File: config.mk
export PLATFORM = sky130hd
export DESIGN_NAME = qpio_top
export DESIGN_NICKNAME = d
export VERILOG_FILES = /design/src/hw/qpio_pkg.sv /design/src/hw/qpio_sync_if.sv /design/src/hw/qpio_sync.sv /design/src/hw/qpio_glitch.sv /design/src/hw/qpio_top.sv
export SDC_FILE = /design/constraint.sdc
export NUM_CORES = 1
export LEC_CHECK = 0
export BUFFER_PORTS_ARGS = -buffer_cell sky130_fd_sc_hd__buf_2
export CORE_MARGIN = 5
export CORE_UTILIZATION = 40
export CTS_CLUSTER_DIAMETER = 30
export DETAILED_ROUTE_END_ITERATION = 10
export GPL_TIMING_DRIVEN = 0
export SYNTH_ARGS = -nofsm -noshare
export SYNTH_HDL_FRONTEND = slang
export SYNTH_HIERARCHICAL = 1
export SYNTH_SLANG_ARGS = --single-unit
File: constraint.sdc
create_clock -name core_clk -period 1.6 [get_ports core_clk]
set_input_delay 0.24 -clock core_clk [delete_from_list [all_inputs] [get_ports core_clk]]
set_output_delay 0.24 -clock core_clk [all_outputs]
set_load 0.05 [all_outputs]
File: src/hw/qpio_pkg.sv
package qpio_pkg;
  localparam int qpio_port_w = 8;
  localparam logic [7:0] qpio_latch_reset = 8'hff;
  localparam logic [7:0] qpio_ones = 8'hff;
  // port select codes on the cpu strobe bus
  typedef enum logic [1:0] {
    qpio_sel_addr_data,
    qpio_sel_analog,
    qpio_sel_high_addr,
    qpio_sel_alt_func
  } qpio_sel_t;
  // alternate-function pin positions on the fourth port
  localparam int qpio_p3_rxd = 0;
  localparam int qpio_p3_txd = 1;
  localparam int qpio_p3_ext_interrupt_zero = 2;
  localparam int qpio_p3_ext_interrupt_one = 3;
  localparam int qpio_p3_t0 = 4;
  localparam int qpio_p3_t1 = 5;
  localparam int qpio_p3_wr = 6;
  localparam int qpio_p3_rd = 7;
  // second-port alternate positions
  localparam int qpio_p1_t2 = 0;
  localparam int qpio_p1_timer2_capture_trigger = 1;
  localparam int qpio_p1_ss = 5;
  // third-port pwm positions
  localparam int qpio_p2_pwm0 = 6;
  localparam int qpio_p2_pwm1 = 7;
  // glitch filter on the serial pins
  localparam int qpio_clk_mhz = 125;
  localparam int qpio_glitch_ns = 50;
  localparam int qpio_glitch_cyc =
    (qpio_glitch_ns * qpio_clk_mhz + 999) / 1000;
  // bit positions of each port within the synchronised pin vector
  localparam int qpio_p1_base = qpio_port_w;
  localparam int qpio_p3_base = 3 * qpio_port_w;
  localparam int qpio_ser_clk_bit = 4 * qpio_port_w;
  localparam int qpio_ser_dat_bit = qpio_ser_clk_bit + 1;
  localparam int qpio_sync_w = qpio_ser_dat_bit + 1;
endpackage

File: src/hw/qpio_sync_if.sv
`timescale 1ns/100ps
// pin sampling bundle between top and synchroniser
interface qpio_sync_if #(parameter int W = 8);
  logic [W-1:0] raw;
  logic [W-1:0] synced;
  modport src (output raw, input synced);
  modport dst (input raw, output synced);
endinterface

File: src/hw/qpio_sync.sv
`timescale 1ns/100ps
// two-flop synchroniser for pin levels
module qpio_sync #(
  parameter int W = 8
)(
  input wire logic core_clk,
  input wire logic resetn,
  qpio_sync_if.dst s
);
  logic [W-1:0] meta;
  logic [W-1:0] stage;
  // first flop feeds only the second
  always_ff @(posedge core_clk or negedge resetn)
  begin
    if (!resetn)
    begin
      meta <= '1; // idle pin level, so no false edge after reset
      stage <= '1;
    end
    else
    begin
      meta <= s.raw;
      stage <= meta;
    end
  end
  assign s.synced = stage;
endmodule

File: src/hw/qpio_glitch.sv
`timescale 1ns/100ps
// rejects pulses shorter than the filter span
module qpio_glitch
  import qpio_pkg::*;
#(
  parameter int CYC = qpio_glitch_cyc
)(
  input wire logic core_clk,
  input wire logic resetn,
  input wire logic din,
  output logic dout
);
  logic [7:0] cnt;
  // output follows only a level held past the span
  always_ff @(posedge core_clk or negedge resetn)
  begin
    if (!resetn)
    begin
      cnt <= '0;
      dout <= 1'b1;
    end
    else if (din == dout)
      cnt <= '0;
    else if (cnt >= 8'(CYC))
    begin
      dout <= din;
      cnt <= '0;
    end
    else
      cnt <= cnt + 8'h01;
  end
endmodule

File: src/hw/qpio_top.sv
`timescale 1ns/100ps
//------------------------------------------------------------
// Summary of operation
// - first port open-drain, also low addr/data
// - latch write, read latch, read pin strobes
// - external access sets first latch to ones
// - external control drives first port push-pull
// - first port one floats, zero drives low
// - second port never drives digital output
// - second latch resets one, zero means digital
// - second port pins feed timer2, slave select
// - third port pulled up, emits address bytes
// - third port address drive keeps latch
// - third port one pulled high, zero low
// - pwm routing overrides third port pins 6,7 unless address drive is on
// - fourth port pulled up, zero drives low
// - fourth alternate acts only when latch one
// - fourth port pin alternate function map
// - pwm routing overrides fourth port pins 4,3
// - enabled peripheral takes the pin over
// - i2c weak pull-up, spi push-pull drive
// - i2c inputs reject glitches up to 50ns
// - i2c master bits drive serial pins directly
// - miso uses fourth port pin 3 structure
// - read-modify-write reads the latch
//------------------------------------------------------------
module qpio_top
(
  input wire logic core_clk,
  input wire logic resetn,
  // cpu strobes
  input wire qpio_pkg::qpio_sel_t cpu_sel,
  input wire logic cpu_write_latch,
  input wire logic cpu_read_latch,
  input wire logic cpu_read_pin,
  input wire logic [qpio_pkg::qpio_port_w-1:0] cpu_wdata,
  output logic [qpio_pkg::qpio_port_w-1:0] cpu_rdata,
  // external memory cycle control
  input wire logic ext_mem_ctrl,
  input wire logic ext_mem_p0_use,
  input wire logic ext_mem_p2_use,
  input wire logic [7:0] ext_addr_data,
  input wire logic [7:0] ext_addr_high,
  input wire logic ext_wr_strobe,
  input wire logic ext_rd_strobe,
  // chip config routing
  input wire logic pwm_to_p2,
  input wire logic pwm_to_p3,
  input wire logic pwm0,
  input wire logic pwm1,
  // peripheral outputs and enables
  input wire logic uart_txd,
  input wire logic uart_rxd_out,
  input wire logic uart_rxd_oe,
  input wire logic spi_miso_en,
  input wire logic spi_miso,
  // serial pins
  input wire logic serial_spi_select,
  input wire logic spi_sclk_out,
  input wire logic spi_serial_data_pin_out,
  input wire logic spi_drive_en,
  input wire logic i2c_sclk_low,
  input wire logic i2c_serial_data_pin_low,
  // pins
  input wire logic [7:0] addr_data_pin_in,
  output logic [7:0] addr_data_pin_out,
  output logic [7:0] addr_data_pin_oe_n,
  input wire logic [7:0] analog_pin_in,
  output logic [7:0] analog_select,
  input wire logic [7:0] high_addr_pin_in,
  output logic [7:0] high_addr_pin_out,
  output logic [7:0] high_addr_pin_oe_n,
  input wire logic [7:0] alt_pin_in,
  output logic [7:0] alt_pin_out,
  output logic [7:0] alt_pin_oe_n,
  input wire logic serial_clock_pin_in,
  output logic serial_clock_pin_out,
  output logic serial_clock_pin_oe_n,
  output logic serial_clock_strong,
  input wire logic serial_data_pin_in,
  output logic serial_data_pin_out,
  output logic serial_data_pin_oe_n,
  output logic serial_data_strong,
  // peripheral inputs
  output logic timer2_ext_input,
  output logic timer2_capture_trigger,
  output logic spi_slave_select_n,
  output logic uart_rxd,
  output logic ext_interrupt_zero,
  output logic ext_interrupt_one,
  output logic timer0_ext_input,
  output logic timer1_ext_input,
  output logic i2c_sclk_in,
  output logic i2c_serial_data_pin_in
);
  import qpio_pkg::*;

  logic [7:0] addr_data_port_latch;
  logic [7:0] analog_input_port_latch;
  logic [7:0] high_addr_port_latch;
  logic [7:0] alt_function_port_latch;
  logic [7:0] alt_drive;
  logic [7:0] next_alt_out;
  logic ser_clk_sync;
  logic ser_dat_sync;

  //------------------------------------------------------------
  // pin synchronisers
  //------------------------------------------------------------
  qpio_sync_if #(.W(qpio_sync_w)) pin_s ();
  assign pin_s.raw = {serial_data_pin_in, serial_clock_pin_in, alt_pin_in,
    high_addr_pin_in, analog_pin_in, addr_data_pin_in};

  qpio_sync #(.W(qpio_sync_w)) u_sync (
    .core_clk(core_clk),
    .resetn(resetn),
    .s(pin_s)
  );
  assign ser_clk_sync = pin_s.synced[qpio_ser_clk_bit];
  assign ser_dat_sync = pin_s.synced[qpio_ser_dat_bit];

  // port pin slice from the synced vector
  function automatic logic [7:0] pin_of(input qpio_sel_t sel,
    input logic [qpio_sync_w-1:0] v);
    pin_of = v[qpio_port_w*sel +: qpio_port_w];
  endfunction

  //------------------------------------------------------------
  // latches
  //------------------------------------------------------------
  // first port: cpu write, external access forces ones
  always_ff @(posedge core_clk or negedge resetn)
  begin
    if (!resetn)
      addr_data_port_latch <= qpio_latch_reset;
    else if (ext_mem_p0_use)
      addr_data_port_latch <= qpio_ones;
    else if (cpu_write_latch && cpu_sel == qpio_sel_addr_data)
      addr_data_port_latch <= cpu_wdata;
  end

  // second port: powers up selecting analog
  always_ff @(posedge core_clk or negedge resetn)
  begin
    if (!resetn)
      analog_input_port_latch <= qpio_latch_reset;
    else if (cpu_write_latch && cpu_sel == qpio_sel_analog)
      analog_input_port_latch <= cpu_wdata;
  end

  // third port: external addressing leaves the latch alone
  always_ff @(posedge core_clk or negedge resetn)
  begin
    if (!resetn)
      high_addr_port_latch <= qpio_latch_reset;
    else if (cpu_write_latch && cpu_sel == qpio_sel_high_addr)
      high_addr_port_latch <= cpu_wdata;
  end

  // fourth port latch
  always_ff @(posedge core_clk or negedge resetn)
  begin
    if (!resetn)
      alt_function_port_latch <= qpio_latch_reset;
    else if (cpu_write_latch && cpu_sel == qpio_sel_alt_func)
      alt_function_port_latch <= cpu_wdata;
  end

  //------------------------------------------------------------
  // cpu read path
  //------------------------------------------------------------
  // read-latch feeds read-modify-write so loaded pins never lie
  always_ff @(posedge core_clk or negedge resetn)
  begin
    if (!resetn)
      cpu_rdata <= '0;
    else if (cpu_read_latch)
      unique case (cpu_sel)
        qpio_sel_addr_data: cpu_rdata <= addr_data_port_latch;
        qpio_sel_analog: cpu_rdata <= analog_input_port_latch;
        qpio_sel_high_addr: cpu_rdata <= high_addr_port_latch;
        qpio_sel_alt_func: cpu_rdata <= alt_function_port_latch;
      endcase
    else if (cpu_read_pin)
      cpu_rdata <= pin_of(cpu_sel, pin_s.synced);
  end

  //------------------------------------------------------------
  // first port drive
  //------------------------------------------------------------
  // open drain in gpio mode, push-pull during external cycles
  always_ff @(posedge core_clk or negedge resetn)
  begin
    if (!resetn)
    begin
      addr_data_pin_out <= '0;
      addr_data_pin_oe_n <= qpio_ones;
    end
    else if (ext_mem_ctrl)
    begin
      addr_data_pin_out <= ext_addr_data;
      addr_data_pin_oe_n <= '0;
    end
    else
    begin
      addr_data_pin_out <= '0;
      addr_data_pin_oe_n <= addr_data_port_latch;
    end
  end

  //------------------------------------------------------------
  // second port: inputs only
  //------------------------------------------------------------
  // analog select comes from the latch; no output driver exists
  always_ff @(posedge core_clk or negedge resetn)
  begin
    if (!resetn)
    begin
      analog_select <= qpio_latch_reset;
      timer2_ext_input <= 1'b1;
      timer2_capture_trigger <= 1'b1;
      spi_slave_select_n <= 1'b1;
    end
    else
    begin
      analog_select <= analog_input_port_latch;
      timer2_ext_input <= pin_s.synced[qpio_p1_base + qpio_p1_t2];
      timer2_capture_trigger <= pin_s.synced[qpio_p1_base + qpio_p1_timer2_capture_trigger];
      spi_slave_select_n <= pin_s.synced[qpio_p1_base + qpio_p1_ss];
    end
  end

  //------------------------------------------------------------
  // third port drive
  //------------------------------------------------------------
  // pull-up holds latch ones high, so only latch zeros enable the driver; address and pwm pins are push-pull
  always_ff @(posedge core_clk or negedge resetn)
  begin
    if (!resetn)
    begin
      high_addr_pin_out <= '0;
      high_addr_pin_oe_n <= qpio_ones;
    end
    else if (ext_mem_p2_use)
    begin
      high_addr_pin_out <= ext_addr_high;
      high_addr_pin_oe_n <= '0;
    end
    else
    begin
      high_addr_pin_out <= high_addr_port_latch;
      high_addr_pin_oe_n <= high_addr_port_latch;
      if (pwm_to_p2)
      begin
        high_addr_pin_out[qpio_p2_pwm0] <= pwm0;
        high_addr_pin_out[qpio_p2_pwm1] <= pwm1;
        high_addr_pin_oe_n[qpio_p2_pwm0] <= 1'b0;
        high_addr_pin_oe_n[qpio_p2_pwm1] <= 1'b0;
      end
    end
  end

  //------------------------------------------------------------
  // fourth port drive
  //------------------------------------------------------------
  // alternate outputs are anded with the latch
  always_comb
  begin
    alt_drive = qpio_ones;
    alt_drive[qpio_p3_rxd] = uart_rxd_oe ? uart_rxd_out : 1'b1;
    alt_drive[qpio_p3_txd] = uart_txd;
    alt_drive[qpio_p3_wr] = ext_wr_strobe;
    alt_drive[qpio_p3_rd] = ext_rd_strobe;
    if (spi_miso_en)
      alt_drive[qpio_p3_ext_interrupt_one] = spi_miso;
    if (pwm_to_p3)
    begin
      alt_drive[qpio_p3_ext_interrupt_one] = pwm1;
      alt_drive[qpio_p3_t0] = pwm0;
    end
    next_alt_out = alt_function_port_latch & alt_drive;
  end

  // low drives strongly; high left to the pull-up
  always_ff @(posedge core_clk or negedge resetn)
  begin
    if (!resetn)
    begin
      alt_pin_out <= '0;
      alt_pin_oe_n <= qpio_ones;
    end
    else
    begin
      alt_pin_out <= next_alt_out;
      alt_pin_oe_n <= next_alt_out;
    end
  end

  // fourth port inputs to peripherals
  always_ff @(posedge core_clk or negedge resetn)
  begin
    if (!resetn)
    begin
      uart_rxd <= 1'b1;
      ext_interrupt_zero <= 1'b1;
      ext_interrupt_one <= 1'b1;
      timer0_ext_input <= 1'b1;
      timer1_ext_input <= 1'b1;
    end
    else
    begin
      uart_rxd <= pin_s.synced[qpio_p3_base + qpio_p3_rxd];
      ext_interrupt_zero <= pin_s.synced[qpio_p3_base + qpio_p3_ext_interrupt_zero];
      ext_interrupt_one <= pin_s.synced[qpio_p3_base + qpio_p3_ext_interrupt_one];
      timer0_ext_input <= pin_s.synced[qpio_p3_base + qpio_p3_t0];
      timer1_ext_input <= pin_s.synced[qpio_p3_base + qpio_p3_t1];
    end
  end

  //------------------------------------------------------------
  // serial clock and data pins
  //------------------------------------------------------------
  // spi drives push-pull; i2c pulls low only, weak pull-up
  always_ff @(posedge core_clk or negedge resetn)
  begin
    if (!resetn)
    begin
      serial_clock_pin_out <= 1'b0;
      serial_clock_pin_oe_n <= 1'b1;
      serial_clock_strong <= 1'b0;
      serial_data_pin_out <= 1'b0;
      serial_data_pin_oe_n <= 1'b1;
      serial_data_strong <= 1'b0;
    end
    else if (serial_spi_select)
    begin
      serial_clock_pin_out <= spi_sclk_out;
      serial_clock_pin_oe_n <= !spi_drive_en;
      serial_clock_strong <= 1'b1;
      serial_data_pin_out <= spi_serial_data_pin_out;
      serial_data_pin_oe_n <= !spi_drive_en;
      serial_data_strong <= 1'b1;
    end
    else
    begin
      serial_clock_pin_out <= 1'b0;
      serial_clock_pin_oe_n <= !i2c_sclk_low;
      serial_clock_strong <= 1'b0;
      serial_data_pin_out <= 1'b0;
      serial_data_pin_oe_n <= !i2c_serial_data_pin_low;
      serial_data_strong <= 1'b0;
    end
  end

  // i2c input filters; the span is rounded up to whole cycles
  qpio_glitch u_flt_clk (
    .core_clk(core_clk),
    .resetn(resetn),
    .din(ser_clk_sync),
    .dout(i2c_sclk_in)
  );

  qpio_glitch u_flt_dat (
    .core_clk(core_clk),
    .resetn(resetn),
    .din(ser_dat_sync),
    .dout(i2c_serial_data_pin_in)
  );
endmodule

==> metrics.md, run 1 <==
| Metric | Value |
|---|---|
| Seq cells post-synth | `195` |
| Port bufs | `between 150 and 200` |
| RR Endpoint | `u_flt_dat/dout` |
| Grt ovf | `0` |
| PD cells | `1336 nW/um^2` |
| Seq/Total Area, Yosys | `between 70% and 80%` |
| N_diodes | `0` |
| Critical-path cell list | `buf_2` |
| RSZ-0062 raised after global routing | `no` |
| Final hold slack | `0.02280 ns` |
| Final period util | `92.41%` |
| Status | `finished clean` |
| Synthesized area per cell | `17.31 sq um` |
| Critical path class | `reg2out` |
| Top area cells in the synthesized netlist | `dfstp_2 (57%), dfrtp_1 (19%), mux2_2 (5.4%)` |
| Die Width | `139.2 microns` |
| Buffer depth of the longest clock path | `2` |
| Min-delay src | `ext_addr_high[2]` |
| Worst-path clk slew | `0.07 ns` |
| Die height | `139.2 microns` |
| Count of cell types in the netlist | `~40` |
| Gpl congestion | `between 0.7 and 0.8` |
| Crit path depth | `1` |
| Post-layout util | `a little over half` |
| Vias per Instance | `4.589` |
| Critical Path Start Type | `flop` |
| Critical R2R Launch | `u_flt_dat/cnt[0]` |
| CTS resizes | `0` |
| Inst Count DP | `774` |
| Root Buffer | `clkbuf_16` |
| Tightest Pin Transition | `0.6961 ns` |
| Crit end category | `primary output` |
| Buf/Inv on CP | `1` |
| Htree depth | `4` |
| Initial DRC count | `~180` |
| Nets@finish | `704` |
| Worst Setup SP | `u_flt_clk/dout` |
| Max IR drop VDD | `0.0008385 V` |
| Non-Filler Instances | `850` |
| CP required | `~1.4 ns` |
| P&R area growth vs syn | `32.00%` |
| DRT Pass-1 Iters | `5` |
| Vias | `slightly below 4000` |
| Hold buffer count at CTS | `44` |
| Ys async rst share | `100.0%` |
| CTS Buf Count | `17` |
| Fillers | `1387` |
| Max_slew headroom | `53.59%` |
| Lkg Pwr | `3.948 nW` |
| Worst Skew | `0.008899 ns` |
| Vias in the first global route | `4410` |
| Mapped Area | `6681 sq um` |
| Total power | `around 12 mW` |
| Top FF cell, synth | `dfstp_2` |
| Slowest CP cell | `dfstp_2` |
| Dpl hpwl | `9964 microns` |
| Final Critical Period | `1.479 ns` |
| Clock sinks | `slightly below 200` |
| Fin. Hold Viols | `0` |
| Synth top area share | `56.63%` |
| WL per Instance | `roughly 17 microns` |
| Starting Density | `40.58%` |
| # rows | `47` |
| Tot GR Track Use | `15.37%` |
| Insertion delay to the later sink of the worst-skew pair | `~0.42 ns` |
| Ys Warns | `6` |
| Initial antenna violation count | `0` |
| Pin count of the biggest net entering global routing | `108` |
| Area leader, netlist | `dfstp_2` |
| Remaining antenna violation count | `0` |
| Die area | `19390 sq um` |
| First-pass GRT wire length | `23230 microns` |
| Max Freq | `676.3 MHz` |
| Crit path capture | `i2c_sclk_in` |
| Crit path max-delay family | `flip-flops` |
| Number of synthesized flops with an enable pin | `0` |
| Max cap viols | `0` |
| Drt total wl | `approximately 14000 microns` |
| CTS tree | `built` |
| Max-slew violations | `0` |
| Post-Synthesis Cells | `between 300 and 400` |
| Fraction of layout cells with a size suffix above 1 | `around three fifths` |
| # DRC | `0` |
| # Post-CTS Setup Buffers | `0` |
| Final setup violation count | `0` |
| CORE AREA | `16470 sq um` |
| Synth cell count leaders | `dfstp_2 (144), dfrtp_1 (51), mux2_2 (32), nor2b_1 (26), and2_1 (13)` |
| Worst Path Max Fanout | `3` |
| CP peak stage delay | `0.55 ns` |
| Reg-to-reg slack, setup | `just under 0.3 ns` |
| WP data arrival | `around 1.2 ns` |
| Count leader, synth | `dfstp_2` |
| Worst hold path class | `in2reg` |
| R2R depth | `4` |
| Top-level I/O count | `165` |
cell families (layout without fill, tap and decap cells):
group / after synthesis / after routing / share of synthesized area [%]
and+or+nand+nor: 76 / 76 / 7.360
DFF: 195 / 195 / 75.73
adders and majority gates: 2 / 2 / 0.3745
xor gates and xnor gates: 2 / 2 / 0.2622
AOI/OAI and AO/OA: 38 / 38 / 4.195
other: 2 / 8 / 0.1124
buffers and inverters: 17 / 255 / 1.292
muxes: 54 / 54 / 10.67
cell usage in the layout (no fill, tap or decap), types with 3 or more instances in the layout:
master / n
buf_2: 162
clkinv_2: 5
inv_6: 4
mux4_1: 6
a21oi_1: 3
clkbuf_1: 4
o221ai_1: 4
nand2b_1: 5
clkinv_4: 3
a211o_1: 8
clkbuf_16: 17
o31ai_1: 4
nand2_1: 7
nor2_1: 9
inv_1: 4
o22ai_1: 4
a211oi_1: 4
mux2_2: 32
mux2i_1: 12
dfrtp_1: 51
a21o_1: 6
o21ai_0: 3
nor2b_1: 26
conb_1: 8
dfstp_2: 144
dlygate4sd3_1: 44
and2_1: 13
buf_4: 3
stage by stage:
stage	cell area, sq um	setup WS (ns)	setup TNS, ns
final	8820	0.1214	0
after global routing	8820	0.06134	0
after CTS	8820	0.09384	0
after detailed placement	7823	-0.2286	-0.9073
after global placement	7785	-2.513	-336.41
after floorplan	6704	0.2198	0
layout make-up:
cell class / count / area, sq um / area share (%)
Timing Repair Buffer: 206 / 1284 / 14.56
Sequential cell: 195 / 5060 / 57.37
Tap cell: 220 / 275.3 / 3.121
Buffer: 13 / 71.32 / 0.8086
Inverter: 4 / 15.01 / 0.1702
Clock buffer: 17 / 425.4 / 4.823
Clock inverter: 15 / 131.4 / 1.490
Multi-Input combinational cell: 180 / 1558 / 17.66
how the worst min path moves through the flow:
stage | endpoint | slack (ns) | cells past startpoint
2_1_floorplan | addr_data_pin_out[0] | -0.06 | 0
3_3_place_gp | u_sync/meta[26] | 0.35 | 1
3_5_place_dp | alt_pin_out[3] | 0.28 | 1
4_1_cts | high_addr_pin_out[3] | 0.0007 | 2
5_1_grt | high_addr_pin_out[4] | 0.003 | 2
6_report | high_addr_pin_out[2] | 0.02 | 2
layer usage:
| layer | up-vias | track usage (%) | share of wire [%] |
|---|---|---|---|
| met4 | 0 | 6.025 | 1.9 |
| met2 | 108 | 25.09 | 51 |
| met1 | 1990 | 19.43 | 43 |
| li1 | 1788 | - | - |
| met3 | 15 | 4.494 | 4.9 |
| met5 | - | 0 | 0 |
power by group:
group	total (mW)	internal [mW]	switching, mW
Combinational	1.94	0.617	1.33
Clock	4.00	2.16	1.84
Sequential	5.84	5.63	0.211
(Power assumes the default switching activity.)
==> run 2: changes to the inputs <==
--- a/config.mk
+++ b/config.mk
@@ -13,5 +13,4 @@
 export GPL_TIMING_DRIVEN = 0
 export SYNTH_ARGS = -nofsm -noshare
 export SYNTH_HDL_FRONTEND = slang
-export SYNTH_HIERARCHICAL = 1
 export SYNTH_SLANG_ARGS = --single-unit
==> metrics.md, run 2 <==
| Metric | Value |
|---|---|
| Die area | `19270 sq um` |
| Starting Density | `40.45%` |
| Worst Path Max Fanout | `3` |
| Worst Skew | `0.006448 ns` |
| Worst-path clk slew | `approximately 0.07 ns` |
| Inst Count DP | `768` |
| Count leader, synth | `dfstp_2` |
| Die height | `~140 microns` |
| Area leader, netlist | `dfstp_2` |
| Critical-path cell list | `buf_2` |
| CP required | `1.36 ns` |
| Ys async rst share | `between 90% and 100%` |
| WL per Instance | `roughly 17 microns` |
| Gpl congestion | `approximately 0.73` |
| Max-slew violations | `0` |
| Max Freq | `683.2 MHz` |
| Buf/Inv on CP | `1` |
| Tightest Pin Transition | `0.7792 ns` |
| Max_slew headroom | `48.05%` |
| Lkg Pwr | `3.972 nW` |
| Critical R2R Launch | `alt_function_port_latch[4]` |
| Commonest non-fill, non-tap cell in the layout | `buf_2` |
| CP peak stage delay | `0.54 ns` |
| Design Area, Final | `8853 sq um` |
| Insertion delay to the later sink of the worst-skew pair | `around 0.42 ns` |
| Synth cell count leaders | `dfstp_2 (144), dfrtp_1 (51), mux2_2 (34), nor2b_1 (22), mux2i_1 (20)` |
| Initial DRC count | `167` |
| Non-Filler Instances | `847` |
| Vias per Instance | `4.457` |
| PD cells | `1368 nW/um^2` |
| Worst Setup SP | `u_flt_dat.dout` |
| Fin. Hold Viols | `0` |
| Mapped Area | `between 6000 and 7000 sq um` |
| Seq cells post-synth | `195` |
| Critical Path Start Type | `flop` |
| Synthesized area per cell | `17.46 sq um` |
| CORE AREA | `16410 sq um` |
| Fraction of layout cells with a size suffix above 1 | `about three fifths` |
| Nets@finish | `701` |
| Number of synthesized flops with an enable pin | `0` |
| Slowest CP cell | `dfstp_2` |
| RR Endpoint | `cpu_rdata[4]` |
| Dpl hpwl | `about 9700 microns` |
| N_diodes | `0` |
| RSZ-0062 raised after global routing | `no` |
| Tot GR Track Use | `15.33%` |
| Max IR drop VDD | `0.0007809 V` |
| Vias in the first global route | `4203` |
| Count of cell types in the netlist | `35` |
| DRT Pass-1 Iters | `4` |
| Crit path depth | `1` |
| Remaining antenna violation count | `0` |
| Vias | `3775` |
| Reg-to-reg slack, setup | `0.29 ns` |
| Status | `finished clean` |
| Placed cell areas | `7776 sq um` |
| Buffer depth of the longest clock path | `2` |
| Synth top area share | `57.01%` |
| Worst hold path class | `in2reg` |
| Crit path max-delay family | `flip-flops` |
| Critical path class | `reg2out` |
| Pin count of the biggest net entering global routing | `109` |
| Hold Crit Depth | `2` |
| Final period util | `91.48%` |
| Htree depth | `4` |
| Post-Synthesis Cells | `between 300 and 400` |
| WP data arrival | `1.22 ns` |
| Crit end category | `primary output` |
| Grt ovf | `0` |
| First-pass GRT wire length | `22720 microns` |
| Final Critical Period | `1.464 ns` |
| P&R area growth vs syn | `33.41%` |
| Initial antenna violation count | `0` |
| Crit path capture | `i2c_serial_data_pin_in` |
| Max cap viols | `0` |
| Seq/Total Area, Yosys | `76.24%` |
| # DRC | `0` |
| Drt total wl | `14100 microns` |
| Clock sinks | `195` |
| # rows | `between 40 and 50` |
| CTS resizes | `0` |
| R2R depth | `2` |
| Ys Warns | `0` |
| Final setup violation count | `0` |
| CTS Buf Count | `17` |
| Die Width | `138.8 microns` |
| # Post-CTS Setup Buffers | `0` |
| Top FF cell, synth | `dfstp_2` |
| Port bufs | `160` |
| Root Buffer | `clkbuf_16` |
| CTS tree | `built` |
| Top-level I/O count | `165` |
| Top area cells in the synthesized netlist | `dfstp_2 (57%), dfrtp_1 (19%), mux2_2 (5.8%)` |
| Most frequent cells in the layout | `buf_2 (159), dfstp_2 (144), dfrtp_1 (51)` |
-- run 2: cell types whose count changed after synthesis, sizes merged --
cell    delta
a211oi     -4
nand2b     +4
o221ai     +4
o22ai      -4
clkbuf     -1
conb       -1
o31ai      -4
nor2b      -4
nand2      -4
mux2i      +8
-- run 2: routing by layer --
layer | GRT usage [%] | wire (microns) | up-vias
li1 | - | - | 1764
met5 | 0 | 0 | -
met3 | 5.655 | 772 | 12
met1 | 18.13 | 5662 | 1901
met2 | 26.31 | 7503 | 98
met4 | 4.480 | 163 | 0
-- run 2: worst register-to-register path, delay by kind of cell (launching register included) --
family,cells,cell delay [ns]
flip-flops,1,0.39
multiplexers,2,0.82
-- run 2: metrics by stage --
step                power [mW]  hold slack, ns  worst slack (ns)  util, %  setup TNS [ns]
global route             12.67        0.005566           0.04580    53.96               0
floorplan                7.190        -0.05559            0.2993        -               0
finish                   12.11         0.01666            0.1363    53.96               0
CTS                      12.29       0.0002005            0.1076    53.84               0
global placement         7.796          0.3457            -2.467    47.17         -329.28
detailed placement       7.856          0.3456          -0.04776    47.40         -0.1417
-- run 2: cell families after synthesis --
| family | after synthesis | synth area share, % |
|---|---|---|
| compound gates | 30 | 3.469 |
| flops | 195 | 76.24 |
| mux | 62 | 11.61 |
| other cells | 1 | 0.05651 |
| xor+xnor | 2 | 0.2640 |
| buf+inv | 16 | 1.320 |
| simple gates | 72 | 6.655 |
| fa+ha+maj | 2 | 0.3770 |
-- run 2: cell type report --
| type | instances | area, sq um |
|---|---|---|
| flip-flops and latches | 195 | 5060 |
| inverters | 4 | 15.01 |
| clock inverters | 8 | 123.9 |
| plain buffers | 12 | 72.57 |
| well taps | 220 | 275.3 |
| multi-input cells | 176 | 1515 |
| repair buffers | 208 | 1309 |
| clock buffers | 24 | 483.0 |
| fillers | 1328 | 7553 |
-- run 2: timing repair --
item,in CTS,in global routing
endpoints found under the setup margin,0,0
endpoints found under the hold margin,83,2
hold buffers,45,2
-- run 2: worst min path at each step --
stage	to	slack (ns)	from
after floorplan	addr_data_pin_out[0]	-0.06	resetn
after global placement	u_sync.meta[28]	0.35	alt_pin_in[4]
after detailed placement	alt_pin_out[4]	0.35	resetn
after CTS	high_addr_pin_out[1]	0.0002	ext_addr_high[1]
after global routing	serial_clock_pin_out	0.006	spi_sclk_out
final	high_addr_pin_out[0]	0.02	ext_addr_high[0]
-- run 2: power breakdown --
part           switching (mW)  leakage, nW  internal, mW  total [mW]
registers               0.212         2.15          5.64        5.85
logic                    1.35         1.53         0.633        1.98
clock network            1.69        0.290          2.59        4.28
